==> src/hw/gtc_pkg.sv <==
// package of constants and types for the 16-bit timer/counter
package gtc_pkg;
	localparam int          GTC_CNT_W      = 16;
	localparam int          GTC_ADDR_W     = 8;
	// register byte offsets
	localparam logic [7:0]  GTC_OFS_CTRL   = 8'h00;
	localparam logic [7:0]  GTC_OFS_COUNT  = 8'h04;
	localparam logic [7:0]  GTC_OFS_PERIOD = 8'h08;
	localparam logic [7:0]  GTC_OFS_STATUS = 8'h0C;
	localparam logic [7:0]  GTC_OFS_CLEAR  = 8'h10;
	localparam logic [7:0]  GTC_OFS_IRQEN  = 8'h14;
	// timer_control field positions
	localparam int          GTC_BIT_RUN    = 15;
	localparam int          GTC_BIT_IDLE   = 13;
	localparam int          GTC_BIT_GATE   = 6;
	localparam int          GTC_BIT_PSHI   = 5;
	localparam int          GTC_BIT_PSLO   = 4;
	localparam int          GTC_BIT_SYNC   = 2;
	localparam int          GTC_BIT_SRC    = 1;
	localparam logic [15:0] GTC_CTRL_MASK  = 16'hA076;
	localparam logic [15:0] GTC_CTRL_RST   = 16'h0000;
	localparam logic [15:0] GTC_COUNT_RST  = 16'h0000;
	localparam logic [15:0] GTC_PERIOD_RST = 16'hFFFF;
	// status bit: period match
	localparam int          GTC_STAT_W     = 1;
	localparam int          GTC_STAT_MATCH = 0;
	// prescale terminal counts (ratio minus one)
	localparam int          GTC_PS_W       = 8;
	localparam logic [7:0]  GTC_PS_DIV1    = 8'h00;
	localparam logic [7:0]  GTC_PS_DIV8    = 8'h07;
	localparam logic [7:0]  GTC_PS_DIV64   = 8'h3F;
	localparam logic [7:0]  GTC_PS_DIV256  = 8'hFF;

	typedef enum logic [3:0] {
		GTC_MODE_TIMER = 4'b0001,
		GTC_MODE_GATED = 4'b0010,
		GTC_MODE_SYNC  = 4'b0100,
		GTC_MODE_ASYNC = 4'b1000
	} gtc_mode_t;

	typedef struct packed {
		logic        psel;
		logic        penable;
		logic        pwrite;
		logic [7:0]  paddr;
		logic [31:0] pwdata;
	} gtc_apb_req_t;

	typedef struct packed {
		logic        pready;
		logic        pslverr;
		logic [31:0] prdata;
	} gtc_apb_rsp_t;
endpackage

==> src/hw/gtc_timer.sv <==
// 16-bit timer/counter with apb registers and interrupt
`timescale 1ns/100ps
// What this block does
// - sixteen-bit up-counter, timer or event counter
// - asynchronous mode counts straight from input edges
// - synchroniser sits after the prescaler
// - source, gate and sync bits pick mode
// - timer modes count the instruction cycle clock
// - counter modes count external input edges
// - bit 13 halts counting during idle
// - bit 6 gates accumulation, internal source only
// - bits 5-4 pick divide by 1/8/64/256
// - unimplemented control bits read zero
module gtc_timer
	import gtc_pkg::*;
(
	input  wire logic         clk,
	input  wire logic         rst,
	input  wire logic         clkEn,
	input  wire logic         idleMode,
	input  wire logic         extCountInput,
	input  wire gtc_apb_req_t apbReq,
	output gtc_apb_rsp_t      apbRsp,
	output logic              irq
);
	logic [15:0]           timerControl;
	logic [15:0]           count;
	logic [15:0]           period;
	logic [GTC_STAT_W-1:0] status;
	logic [GTC_STAT_W-1:0] irqEnable;
	logic [GTC_PS_W-1:0]   psCount;
	logic                  psToggle;
	logic                  syncStage1;
	logic                  syncStage2;
	logic                  syncStage3;
	logic                  asyncDly;
	logic                  extPrev;
	gtc_mode_t             mode;
	logic                  srcEvent;
	logic                  gateOpen;
	logic                  psTerminal;
	logic [GTC_PS_W-1:0]   psLimit;
	logic                  tick;
	logic                  running;
	logic                  matchHit;
	logic                  busWrite;
	logic                  busRead;
	logic [31:0]           readData;
	logic                  addrHit;
	logic                  ctrlWr;
	logic                  countWr;
	logic                  periodWr;
	logic                  clearWr;
	logic                  irqenWr;
	logic                  busAccess;
	logic                  runBit;
	logic                  idleHalt;
	logic                  extRise;
	logic                  psAdvance;
	logic [15:0]           next_count;
	logic [GTC_STAT_W-1:0] next_status;

	function automatic gtc_mode_t decodeMode(input logic [15:0] ctl);
		if (!ctl[GTC_BIT_SRC]) begin
			decodeMode = ctl[GTC_BIT_GATE] ? GTC_MODE_GATED : GTC_MODE_TIMER;
		end else begin
			decodeMode = ctl[GTC_BIT_SYNC] ? GTC_MODE_SYNC : GTC_MODE_ASYNC;
		end
	endfunction

	// one register's write strobe, taken in the pready cycle
	function automatic logic regWrite(input logic wr, input logic [7:0] addr,
		input logic [7:0] ofs);
		regWrite = wr && (addr == ofs);
	endfunction

	// mode and source selection
	always_comb begin
		mode     = decodeMode(timerControl);
		srcEvent = 1'b0;
		gateOpen = 1'b1;
		unique case (mode)
			GTC_MODE_TIMER: begin
				srcEvent = 1'b1;
			end
			GTC_MODE_GATED: begin
				srcEvent = 1'b1;
				gateOpen = extCountInput;
			end
			GTC_MODE_SYNC, GTC_MODE_ASYNC: begin
				srcEvent = extRise;
			end
		endcase
	end

	// prescale ratio
	always_comb begin
		unique case (timerControl[GTC_BIT_PSHI:GTC_BIT_PSLO])
			2'b11:   psLimit = GTC_PS_DIV256;
			2'b10:   psLimit = GTC_PS_DIV64;
			2'b01:   psLimit = GTC_PS_DIV8;
			default: psLimit = GTC_PS_DIV1;
		endcase
	end

	// run qualifiers and prescaler advance
	assign runBit     = timerControl[GTC_BIT_RUN];
	assign idleHalt   = idleMode && timerControl[GTC_BIT_IDLE];
	assign running    = runBit && !idleHalt;
	assign extRise    = extCountInput && !extPrev;
	assign psAdvance  = running && srcEvent && gateOpen;
	assign psTerminal = (psCount == psLimit);
	assign matchHit   = tick && (count == period);

	// count-clock tick: synchronised or direct prescaler output
	always_comb begin
		tick = psToggle ^ asyncDly;
		unique case (mode)
			GTC_MODE_SYNC: begin
				tick = syncStage2 ^ syncStage3;
			end
			GTC_MODE_TIMER, GTC_MODE_GATED, GTC_MODE_ASYNC: begin
				tick = psToggle ^ asyncDly;
			end
		endcase
	end

	// edge detect on the pin
	always_ff @(posedge clk or posedge rst) begin
		if (rst) begin
			extPrev <= 1'b0;
		end else if (clkEn) begin
			extPrev <= extCountInput;
		end
	end

	// prescaler event count, cleared while stopped
	always_ff @(posedge clk or posedge rst) begin
		if (rst) begin
			psCount <= GTC_PS_DIV1;
		end else if (clkEn) begin
			if (!running) begin
				psCount <= GTC_PS_DIV1;
			end else if (psAdvance && psTerminal) begin
				psCount <= GTC_PS_DIV1;
			end else if (psAdvance) begin
				psCount <= psCount + 8'h01;
			end
		end
	end

	// prescaler output, one toggle per terminal count
	always_ff @(posedge clk or posedge rst) begin
		if (rst) begin
			psToggle <= 1'b0;
		end else if (clkEn && psAdvance && psTerminal) begin
			psToggle <= ~psToggle;
		end
	end

	// synchroniser after the prescaler, plus an edge flop
	always_ff @(posedge clk or posedge rst) begin
		if (rst) begin
			syncStage1 <= 1'b0;
			syncStage2 <= 1'b0;
			syncStage3 <= 1'b0;
		end else if (clkEn) begin
			syncStage1 <= psToggle;
			syncStage2 <= syncStage1;
			syncStage3 <= syncStage2;
		end
	end

	// direct path: one flop turns the toggle into a tick
	always_ff @(posedge clk or posedge rst) begin
		if (rst) begin
			asyncDly <= 1'b0;
		end else if (clkEn) begin
			asyncDly <= psToggle;
		end
	end

	// apb decode
	assign busAccess = apbReq.psel && apbReq.penable && !apbRsp.pready;
	assign busWrite  = apbReq.psel && apbReq.penable && apbReq.pwrite && apbRsp.pready;
	assign busRead   = busAccess && !apbReq.pwrite;

	// per-register write strobes
	assign ctrlWr    = regWrite(busWrite, apbReq.paddr, GTC_OFS_CTRL);
	assign countWr   = regWrite(busWrite, apbReq.paddr, GTC_OFS_COUNT);
	assign periodWr  = regWrite(busWrite, apbReq.paddr, GTC_OFS_PERIOD);
	assign clearWr   = regWrite(busWrite, apbReq.paddr, GTC_OFS_CLEAR);
	assign irqenWr   = regWrite(busWrite, apbReq.paddr, GTC_OFS_IRQEN);

	always_comb begin
		readData = 32'h0000_0000;
		addrHit  = 1'b1;
		unique case (apbReq.paddr)
			GTC_OFS_CTRL:   readData[15:0] = timerControl & GTC_CTRL_MASK;
			GTC_OFS_COUNT:  readData[15:0] = count;
			GTC_OFS_PERIOD: readData[15:0] = period;
			GTC_OFS_STATUS: readData[GTC_STAT_W-1:0] = status;
			GTC_OFS_CLEAR:  readData = 32'h0000_0000;
			GTC_OFS_IRQEN:  readData[GTC_STAT_W-1:0] = irqEnable;
			default:        addrHit = 1'b0;
		endcase
	end

	// apb response: one wait state, then pready for one cycle
	always_ff @(posedge clk or posedge rst) begin
		if (rst) begin
			apbRsp <= '0;
		end else if (clkEn) begin
			if (busAccess) begin
				apbRsp.pready  <= 1'b1;
				apbRsp.pslverr <= !addrHit;
				apbRsp.prdata  <= busRead ? readData : 32'h0000_0000;
			end else begin
				apbRsp <= '0;
			end
		end
	end

	// control register, unimplemented bits kept at zero
	always_ff @(posedge clk or posedge rst) begin
		if (rst) begin
			timerControl <= GTC_CTRL_RST;
		end else if (clkEn && ctrlWr) begin
			timerControl <= apbReq.pwdata[15:0] & GTC_CTRL_MASK;
		end
	end

	// period register
	always_ff @(posedge clk or posedge rst) begin
		if (rst) begin
			period <= GTC_PERIOD_RST;
		end else if (clkEn && periodWr) begin
			period <= apbReq.pwdata[15:0];
		end
	end

	// interrupt enable register
	always_ff @(posedge clk or posedge rst) begin
		if (rst) begin
			irqEnable <= '0;
		end else if (clkEn && irqenWr) begin
			irqEnable <= apbReq.pwdata[GTC_STAT_W-1:0];
		end
	end

	// next counter value: bus write beats match, match beats tick
	always_comb begin
		next_count = count;
		if (countWr) begin
			next_count = apbReq.pwdata[15:0];
		end else if (matchHit) begin
			next_count = GTC_COUNT_RST;
		end else if (tick) begin
			next_count = count + 16'h0001;
		end
	end

	// the counter itself
	always_ff @(posedge clk or posedge rst) begin
		if (rst) begin
			count <= GTC_COUNT_RST;
		end else if (clkEn) begin
			count <= next_count;
		end
	end

	// sticky status, set wins over clear
	always_comb begin
		next_status = status;
		if (clearWr) begin
			next_status = status & ~apbReq.pwdata[GTC_STAT_W-1:0];
		end
		if (matchHit) begin
			next_status[GTC_STAT_MATCH] = 1'b1;
		end
	end

	always_ff @(posedge clk or posedge rst) begin
		if (rst) begin
			status <= '0;
		end else if (clkEn) begin
			status <= next_status;
		end
	end

	// interrupt output
	always_ff @(posedge clk or posedge rst) begin
		if (rst) begin
			irq <= 1'b0;
		end else if (clkEn) begin
			irq <= |(status & irqEnable);
		end
	end
endmodule

==> config.mk <==
export PLATFORM = sky130hd
export DESIGN_NAME = gtc_timer
export DESIGN_NICKNAME = d
export VERILOG_FILES = /design/src/hw/gtc_pkg.sv /design/src/hw/gtc_timer.sv
export SDC_FILE = /design/constraint.sdc
export NUM_CORES = 1
export LEC_CHECK = 0
export BUFFER_PORTS_ARGS = -buffer_cell sky130_fd_sc_hd__buf_2
export CORE_MARGIN = 4
export CORE_UTILIZATION = 50
export CTS_BUF_LIST = sky130_fd_sc_hd__clkbuf_16
export DETAILED_ROUTE_END_ITERATION = 8
export GPL_TIMING_DRIVEN = 0
export PLACE_DENSITY = 0.73
export SLEW_MARGIN = 20
export SYNTH_ARGS = -nofsm -noshare
export SYNTH_HDL_FRONTEND = slang
export SYNTH_SLANG_ARGS = --single-unit
==> constraint.sdc <==
create_clock -name clk -period 5.4 [get_ports clk]
set_clock_uncertainty 0.1 [all_clocks]
set_input_delay 0.27 -clock clk [delete_from_list [all_inputs] [get_ports clk]]
set_output_delay 0.27 -clock clk [all_outputs]
set_load 0.01 [all_outputs]
==> impl_metrics.csv, run 1 <==
group,metric,value,unit
sta,period_needed,2.319,ns
final_layout,num_antenna_cells,0,
yosys,synthArstFlopShare,100.0,%
placed_design,dp_slack,3.157,ns
power_and_ir_drop,ir_drop,0.0001699,V
drt,drc,0,
sta,hold_ws,0.08520,ns
yosys,synth_flop_cell,"dfrtp_1",
sta,tightest_slew,0.7031,ns
worst_setup_path,cp_top_family,"compound AO/OA/AOI/OAI gates",
worst_setup_path,crit_start,"count[11]$_DFFE_PP0P_",
floorplan,num_io_pins,83,
yosys,ys_ff_latch,73,
placed_design,gp_congestion,0.9195,
worst_setup_path,regToRegSetupSlack,3.08,ns
final_layout,nets,549,
clock_tree,htreeDepth,3,
job,drv_cap,0,
sta,rsz0062_at_grt,"no",
drt,totalWireLength,10570,um
clock_tree,path_clk_slew,0.06,ns
worst_setup_path,path_max_fanout,10,
power_and_ir_drop,p_leak,2.264,nW
yosys,synth-compound-area-share,17.41,%
yosys,synth_area,4205,um^2
final_layout,drive_gt1_share,29.56,%
floorplan,initial_core_util,51.18,%
sta,fin_crit_sh,42.94,%
sta,final.setup.tns,0,ns
yosys,synthTopCellsByCount,"dfrtp_1, nor2_1, mux2_2",
floorplan,die_h,99.71,um
global_route,gr-usage-all-layers,22.39,%
yosys,yosysSeqAreaShare,43.92,%
hold_path,min_path_type,"input pin to register",
yosys,netlist_instances,422,
worst_setup_path,r2r_cells,8,
worst_setup_path,reg2reg_from,"count[11]$_DFFE_PP0P_",
global_route,gr-usage-met1,31.06,%
worst_setup_path,reg2reg_to,"count[8]$_DFFE_PP0P_",
sta,setup_viol,0,
yosys,synth-adder-area-share,0.5951,%
worst_setup_path,setup.worst_path.class,"register to register",
worst_setup_path,arrival,2.44,ns
yosys,synth_xor_area_share,6.873,%
worst_setup_path,cp_num_buf_inv,2,
clock_tree,clock-sinks,73,
clock_tree,cts_tree,"built",
outcome,status,"completed",
global_route,grt_use_met3,3.717,%
global_route,grt_max_degree,40,
worst_setup_path,end_kind,"register",
global_route,grt_antenna_before_repair,0,
yosys,synth_cell_type_count,51,
yosys,synth_top_area_share,33.92,%
yosys,synthMostInstantiatedCell,"dfrtp_1",
clock_tree,clockBufferDepth,2,
yosys,synth_edf_count,0,
placed_design,dp.cells,592,
global_route,grt_overflow,0,
floorplan,fp.dieW,99.71,um
worst_setup_path,cpPeakStageDelay,0.40,ns
yosys,synth_largest_area_cell,"dfrtp_1",
floorplan,core,8217,um^2
clock_tree,numCtsBuffers,9,
clock_tree,insertion_delay,0.34,ns
yosys,synth-simple-area-share,13.00,%
global_route,first_global_vias,3440,
power_and_ir_drop,p_per_area,326.9,nW/um^2
sta,finalWorstSetupSlack,3.081,ns
worst_setup_path,crit_path_cell_trace,"clkbuf_1 -> xor2_1 -> nor4_1 -> nand2_1 -> o31ai_4 -> buf_6 -> o221ai_1 -> o21a_1",
drt,first_pass_iters,6,
clock_tree,post_cts_resized,0,
drt,wl_per_cell,17.35,um
drt,vias,3456,
final_layout,fin_cells,609,
worst_setup_path,startpoint_type,"register",
sta,slew_headroom,52.91,%
drt,ant_nets,0,
yosys,synth_top_family_by_area,"compound AO/OA/AOI/OAI gates",
global_route,grt_pass1_wl,17450,um
drt,initialDrtViolationCount,202,
final_layout,area_growth,19.04,%
worst_setup_path,cp.required,5.53,ns
clock_tree,post_cts_buffers,0,
yosys,synth_area_per_cell,9.965,um^2
sta,slew_violations,0,
sta,clock.fmax,0.4313,GHz
placed_design,port_buffers,49,
floorplan,rows,33,
placed_design,dp_hpwl,7719,um
worst_setup_path,cp-endpoint,"count[8]$_DFFE_PP0P_",
worst_setup_path,crit_slowest_cell,"o31ai_4",
floorplan,die_area,9942,um^2
global_route,grt_busiest_layer,"met2",
yosys,ys_warn_count,0,
yosys,synth_mux_area_share,9.402,%
clock_tree,root_buffer,"clkbuf_16",
drt,vias_per_cell,5.675,
sta,hold_viol,0,
global_route,grt_use_met2,34.58,%
worst_setup_path,cp.depth,8,
yosys,synthTopCellsByArea,"dfrtp_1, dfstp_2, mux2_2",
worst register-to-register path, cell delays in order (launching register included):
cell	delay [ns]
dfrtp_1	0.35
clkbuf_1	0.19
xor2_1	0.21
nor4_1	0.29
nand2_1	0.17
o31ai_4	0.40
buf_6	0.22
o221ai_1	0.13
o21a_1	0.14
worst min-delay path by stage:
stage / startpoint / end / slack (ns) / cells after the start
global route: apbReq[40] / apbRsp[0]$_DFFE_PP0P_ / 0.09 / 2
finish: apbReq[12] / period[12]$_DFFE_PP1P_ / 0.09 / 2
CTS: apbReq[40] / apbRsp[0]$_DFFE_PP0P_ / 0.08 / 2
global placement: period[0]$_DFFE_PP1P_ / period[0]$_DFFE_PP1P_ / 0.38 / 2
floorplan: apbReq[40] / apbRsp[0]$_DFFE_PP0P_ / 0.28 / 1
detailed placement: rst / psCount[1]$_DFFE_PP0P_ / 0.22 / 2
kinds of logic (layout without fill, tap and decap cells):
family	Yosys count	count (layout)
flops	73	73
other cells	1	16
xor+xnor	33	33
compound gates	97	97
fa+ha+maj	2	2
mux	36	36
buf+inv	71	138
simple gates	109	109
state kept, by name, summed over array words and instances, names as in the netlist:
name	count
timerControl	7
irq	1
psCount	8
extPrev	1
psToggle	1
status	1
syncStage3	1
syncStage2	1
count	16
asyncDly	1
apbRsp	18
irqEnable	1
period	16
final cells by class:
cell class                      instances  area, um^2
Fill cell                             696        3211
Multi-Input combinational cell        293        2048
Sequential cell                        73        1847
Timing Repair Buffer                   51       275.3
Buffer                                 44       265.3
Clock buffer                            9       225.2
Tap cell                              105       131.4
Clock inverter                          7       110.1
Inverter                               27       103.9
cell usage in the layout (no fill, tap or decap), types with 5 or more instances in the layout:
| master | n |
|---|---|
| nand2_1 | 24 |
| nor2_1 | 38 |
| inv_1 | 27 |
| a22oi_1 | 8 |
| clkbuf_1 | 14 |
| dfstp_2 | 16 |
| dfrtp_1 | 57 |
| clkbuf_16 | 9 |
| nand4_1 | 6 |
| mux2i_1 | 8 |
| nand3_1 | 14 |
| buf_4 | 16 |
| mux2_2 | 28 |
| buf_2 | 57 |
| o221ai_1 | 11 |
| o21ai_0 | 11 |
| nor3_1 | 7 |
| a21oi_1 | 11 |
| xor2_1 | 22 |
| o22ai_1 | 17 |
| xnor2_1 | 11 |
| o221ai_2 | 5 |
| conb_1 | 16 |
| o21a_1 | 17 |
metal layers:
layer	share of wire, %	wire length, um
met1	44	4623
met5	0	0
met3	7.6	804
met2	46	4865
met4	2.6	273
stage by stage:
step	power (mW)	cell area (um^2)	util, %
floorplan	0.8766	4262	-
global placement	0.9496	4638	56.45
detailed placement	0.9618	4661	56.72
CTS	1.640	5006	60.93
global route	1.700	5006	60.93
finish	1.636	5006	60.93
power breakdown:
part	total, mW	switching, mW	leakage, nW	internal, mW
Clock	0.676	0.229	0.164	0.447
Combinational	0.330	0.188	1.17	0.142
Sequential	0.630	0.0391	0.933	0.591
Total	1.64	0.456	2.26	1.18
what timing repair did:
item | in CTS | in global routing
hold buffers | 1 | 0
endpoints found under the hold margin | 26 | 0
setup endpoints to repair | 0 | 0
Power figures use the tool's default switching activity.
==> run 2: changes to the inputs <==
ABC_AREA = 1   (was default)
PLACE_DENSITY = 0.76   (was 0.73)
clock period = 2.1 ns   (was 5.4 ns; I/O delays follow)
==> run 2 against run 1 <==
  * Maximum frequency up 19%
  * Global-route usage grew 2.1 points
  * Clock power up 140%
  * Total power rose to 2.8 times the previous value
  * Register-to-register slack worse by 2.9 ns
  * Cell count increased by 39%
  * Critical endpoint is now period[6]$_DFFE_PP1P_
  * Routed wire length grew 14%
==> impl_metrics.csv, run 2 <==
group,metric,value,unit
outcome,status,"completed",
drt,drc,0,
yosys,synth_xor_area_share,2.739,%
clock_tree,cts_tree,"built",
power_and_ir_drop,comb_power_share,26.9,%
worst_setup_path,path_max_fanout,10,
yosys,ys_warn_count,0,
placed_design,port_buffers,50,
worst_setup_path,setup.worst_path.class,"register to register",
sta,slew_violations,0,
sta,period_needed,1.941,ns
sta,final.setup.tns,0,ns
sta,rsz0062_at_grt,"no",
final_layout,largest-register,"apbRsp",
power_and_ir_drop,netSwitchingFraction,33.26,%
power_and_ir_drop,p_switching,1.535,mW
final_layout,largest_reg_flops,18,
yosys,synth_cell_type_count,38,
final_layout,multi_input_area,2152,um^2
worst_setup_path,startpoint_type,"register",
final_layout,area_growth,21.30,%
drt,first_pass_iters,7,
yosys,yosysSeqAreaShare,41.25,%
yosys,synthTopCellsByCount,"nand2_1, nor2_1, inv_1",
global_route,grt_overflow,0,
global_route,grt_max_degree,42,
floorplan,num_io_pins,83,
global_route,grt_pass1_wl,20220,um
power_and_ir_drop,power_frac_clock,35.1,%
final_layout,top_regs,"apbRsp: 18 flops, count: 16 flops, period: 16 flops",
sta,clock.fmax,0.5151,GHz
placed_design,gp_congestion,0.9828,
final_layout,layout_commonest_cell,"nand2_1",
floorplan,initial_core_util,51.33,%
final_layout,seq_area,1847,um^2
global_route,grt_antenna_before_repair,0,
floorplan,die_area,10530,um^2
yosys,synth_largest_area_cell,"dfrtp_1",
sta,slew_headroom,54.61,%
clock_tree,numCtsBuffers,9,
worst_setup_path,arrival,2.09,ns
clock_tree,path_clk_slew,0.06,ns
sta,setup_viol,0,
global_route,first_global_vias,4249,
power_and_ir_drop,ir_drop,0.0005229,V
final_layout,drive_gt1_share,19.00,%
floorplan,rows,34,
job,drv_cap,0,
yosys,synth_top_area_share,31.86,%
power_and_ir_drop,seqPwrFrac,38.0,%
drt,ant_nets,0,
yosys,synth_top_family_by_area,"simple AND/OR/NAND/NOR gates",
final_layout,num-fill-cells,780,
yosys,synth_area,4477,um^2
yosys,synth_area_per_cell,7.017,um^2
drt,vias_per_cell,5.253,
final_layout,nets,782,
sta,fin_crit_sh,92.45,%
yosys,ys_ff_latch,73,
yosys,synthMostInstantiatedCell,"nand2_1",
yosys,synth_mux_area_share,0,%
drt,wl_per_cell,14.24,um
clock_tree,htreeDepth,3,
yosys,synth_edf_count,0,
sta,hold_ws,0.01133,ns
clock_tree,insertion_delay,0.34,ns
yosys,netlist_instances,638,
drt,initialDrtViolationCount,362,
hold_path,min_path_type,"input pin to register",
final_layout,fin_util,62.27,%
yosys,synthArstFlopShare,100.0,%
power_and_ir_drop,p_leak,2.892,nW
floorplan,core,8721,um^2
yosys,synth-simple-area-share,32.73,%
worst_setup_path,end_kind,"register",
drt,totalWireLength,12030,um
power_and_ir_drop,intPower,3.080,mW
yosys,synth_flop_cell,"dfrtp_1",
final_layout,final_cell_mix,"nand2_1, nor2_1, inv_1",
global_route,gr-usage-all-layers,24.52,%
drt,vias,4439,
yosys,synth-adder-area-share,0.5590,%
yosys,synth-compound-area-share,10.51,%
yosys,synthTopCellsByArea,"dfrtp_1, nand2_1, dfstp_2",
sta,hold_viol,0,
worst_setup_path,cp.required,2.25,ns
floorplan,die_h,102.6,um
final_layout,num_antenna_cells,0,
sta,tightest_slew,0.6809,ns
clock_tree,clockBufferDepth,2,
placed_design,dp_hpwl,8611,um
clock_tree,clock-sinks,73,
floorplan,fp.dieW,102.6,um
clock_tree,root_buffer,"clkbuf_16",
power_and_ir_drop,p_per_area,849.8,nW/um^2
run 2: worst paths after layout:
kind	startpoint	end	slack (ns)	cells past startpoint
max in group asynchronous	rst	period[6]$_DFFE_PP1P_	1.05	4
min in group asynchronous	rst	psCount[5]$_DFFE_PP0P_	0.22	3
setup reg to reg	apbRsp[33]$_DFFE_PP0P_	period[6]$_DFFE_PP1P_	0.16	6
hold reg to reg	apbRsp[12]$_DFFE_PP0P_	apbRsp[12]$_DFFE_PP0P_	0.38	2
hold / removal	clkEn	apbRsp[33]$_DFFE_PP0P_	0.01	3
setup / recovery	apbRsp[33]$_DFFE_PP0P_	period[6]$_DFFE_PP1P_	0.16	6
run 2: critical path: stages (launching register included):
cell and delay, ns:
dfrtp_1 0.37, inv_1 0.10, nor4_4 0.42, nand2_1 0.22, clkbuf_1 0.37, nand2_1 0.16, o21ai_0 0.10
run 2: metrics by stage:
| stage | area [um^2] | cells | power [mW] | setup slack (ns) |
|---|---|---|---|---|
| 3_5_place_dp | 4941 | 812 | 2.949 | 0.1298 |
| 5_1_grt | 5430 | 845 | 4.918 | 0.09535 |
| 2_1_floorplan | 4533 | 653 | 2.680 | 0.06821 |
| 6_report | 5430 | 845 | 4.615 | 0.1586 |
| 4_1_cts | 5421 | 845 | 4.602 | 0.08420 |
| 3_3_place_gp | 4918 | 811 | 2.905 | -0.8581 |
run 2: timing repair:
action	4_1_cts	5_1_grt
hold endpoints to repair	54	0
setup buffers	0	0
resized for setup	0	1
hold buffers	17	0
endpoints found under the setup margin	0	11
run 2: power groups by stage:
stage / clock (mW) / combinational [mW] / sequential [mW]
after floorplan: 0 / 0.968 / 1.71
after global placement: 0 / 1.15 / 1.76
after detailed placement: 0 / 1.18 / 1.77
after CTS: 1.63 / 1.23 / 1.75
after global routing: 1.71 / 1.43 / 1.77
final: 1.62 / 1.24 / 1.75
run 2: final cells by class:
| cell class | count | share of cell area, % |
|---|---|---|
| multi-input cells | 458 | 39.63 |
| well taps | 108 | 2.488 |
| inverters | 84 | 5.876 |
| clock buffers | 9 | 4.147 |
| plain buffers | 38 | 4.171 |
| clock inverters | 7 | 1.567 |
| repair buffers | 68 | 8.111 |
| flip-flops and latches | 73 | 34.01 |
run 2: logic make-up after synthesis:
family	Yosys count
other cells	1
xor+xnor	14
simple gates	347
compound gates	79
fa+ha+maj	2
buf+inv	122
flops	73
run 2: layer usage:
metal	GRT usage, %	share of wire, %
met1	31.32	41
met2	40.17	49
met3	5.345	6.3
met4	10.49	3.5
met5	0	0
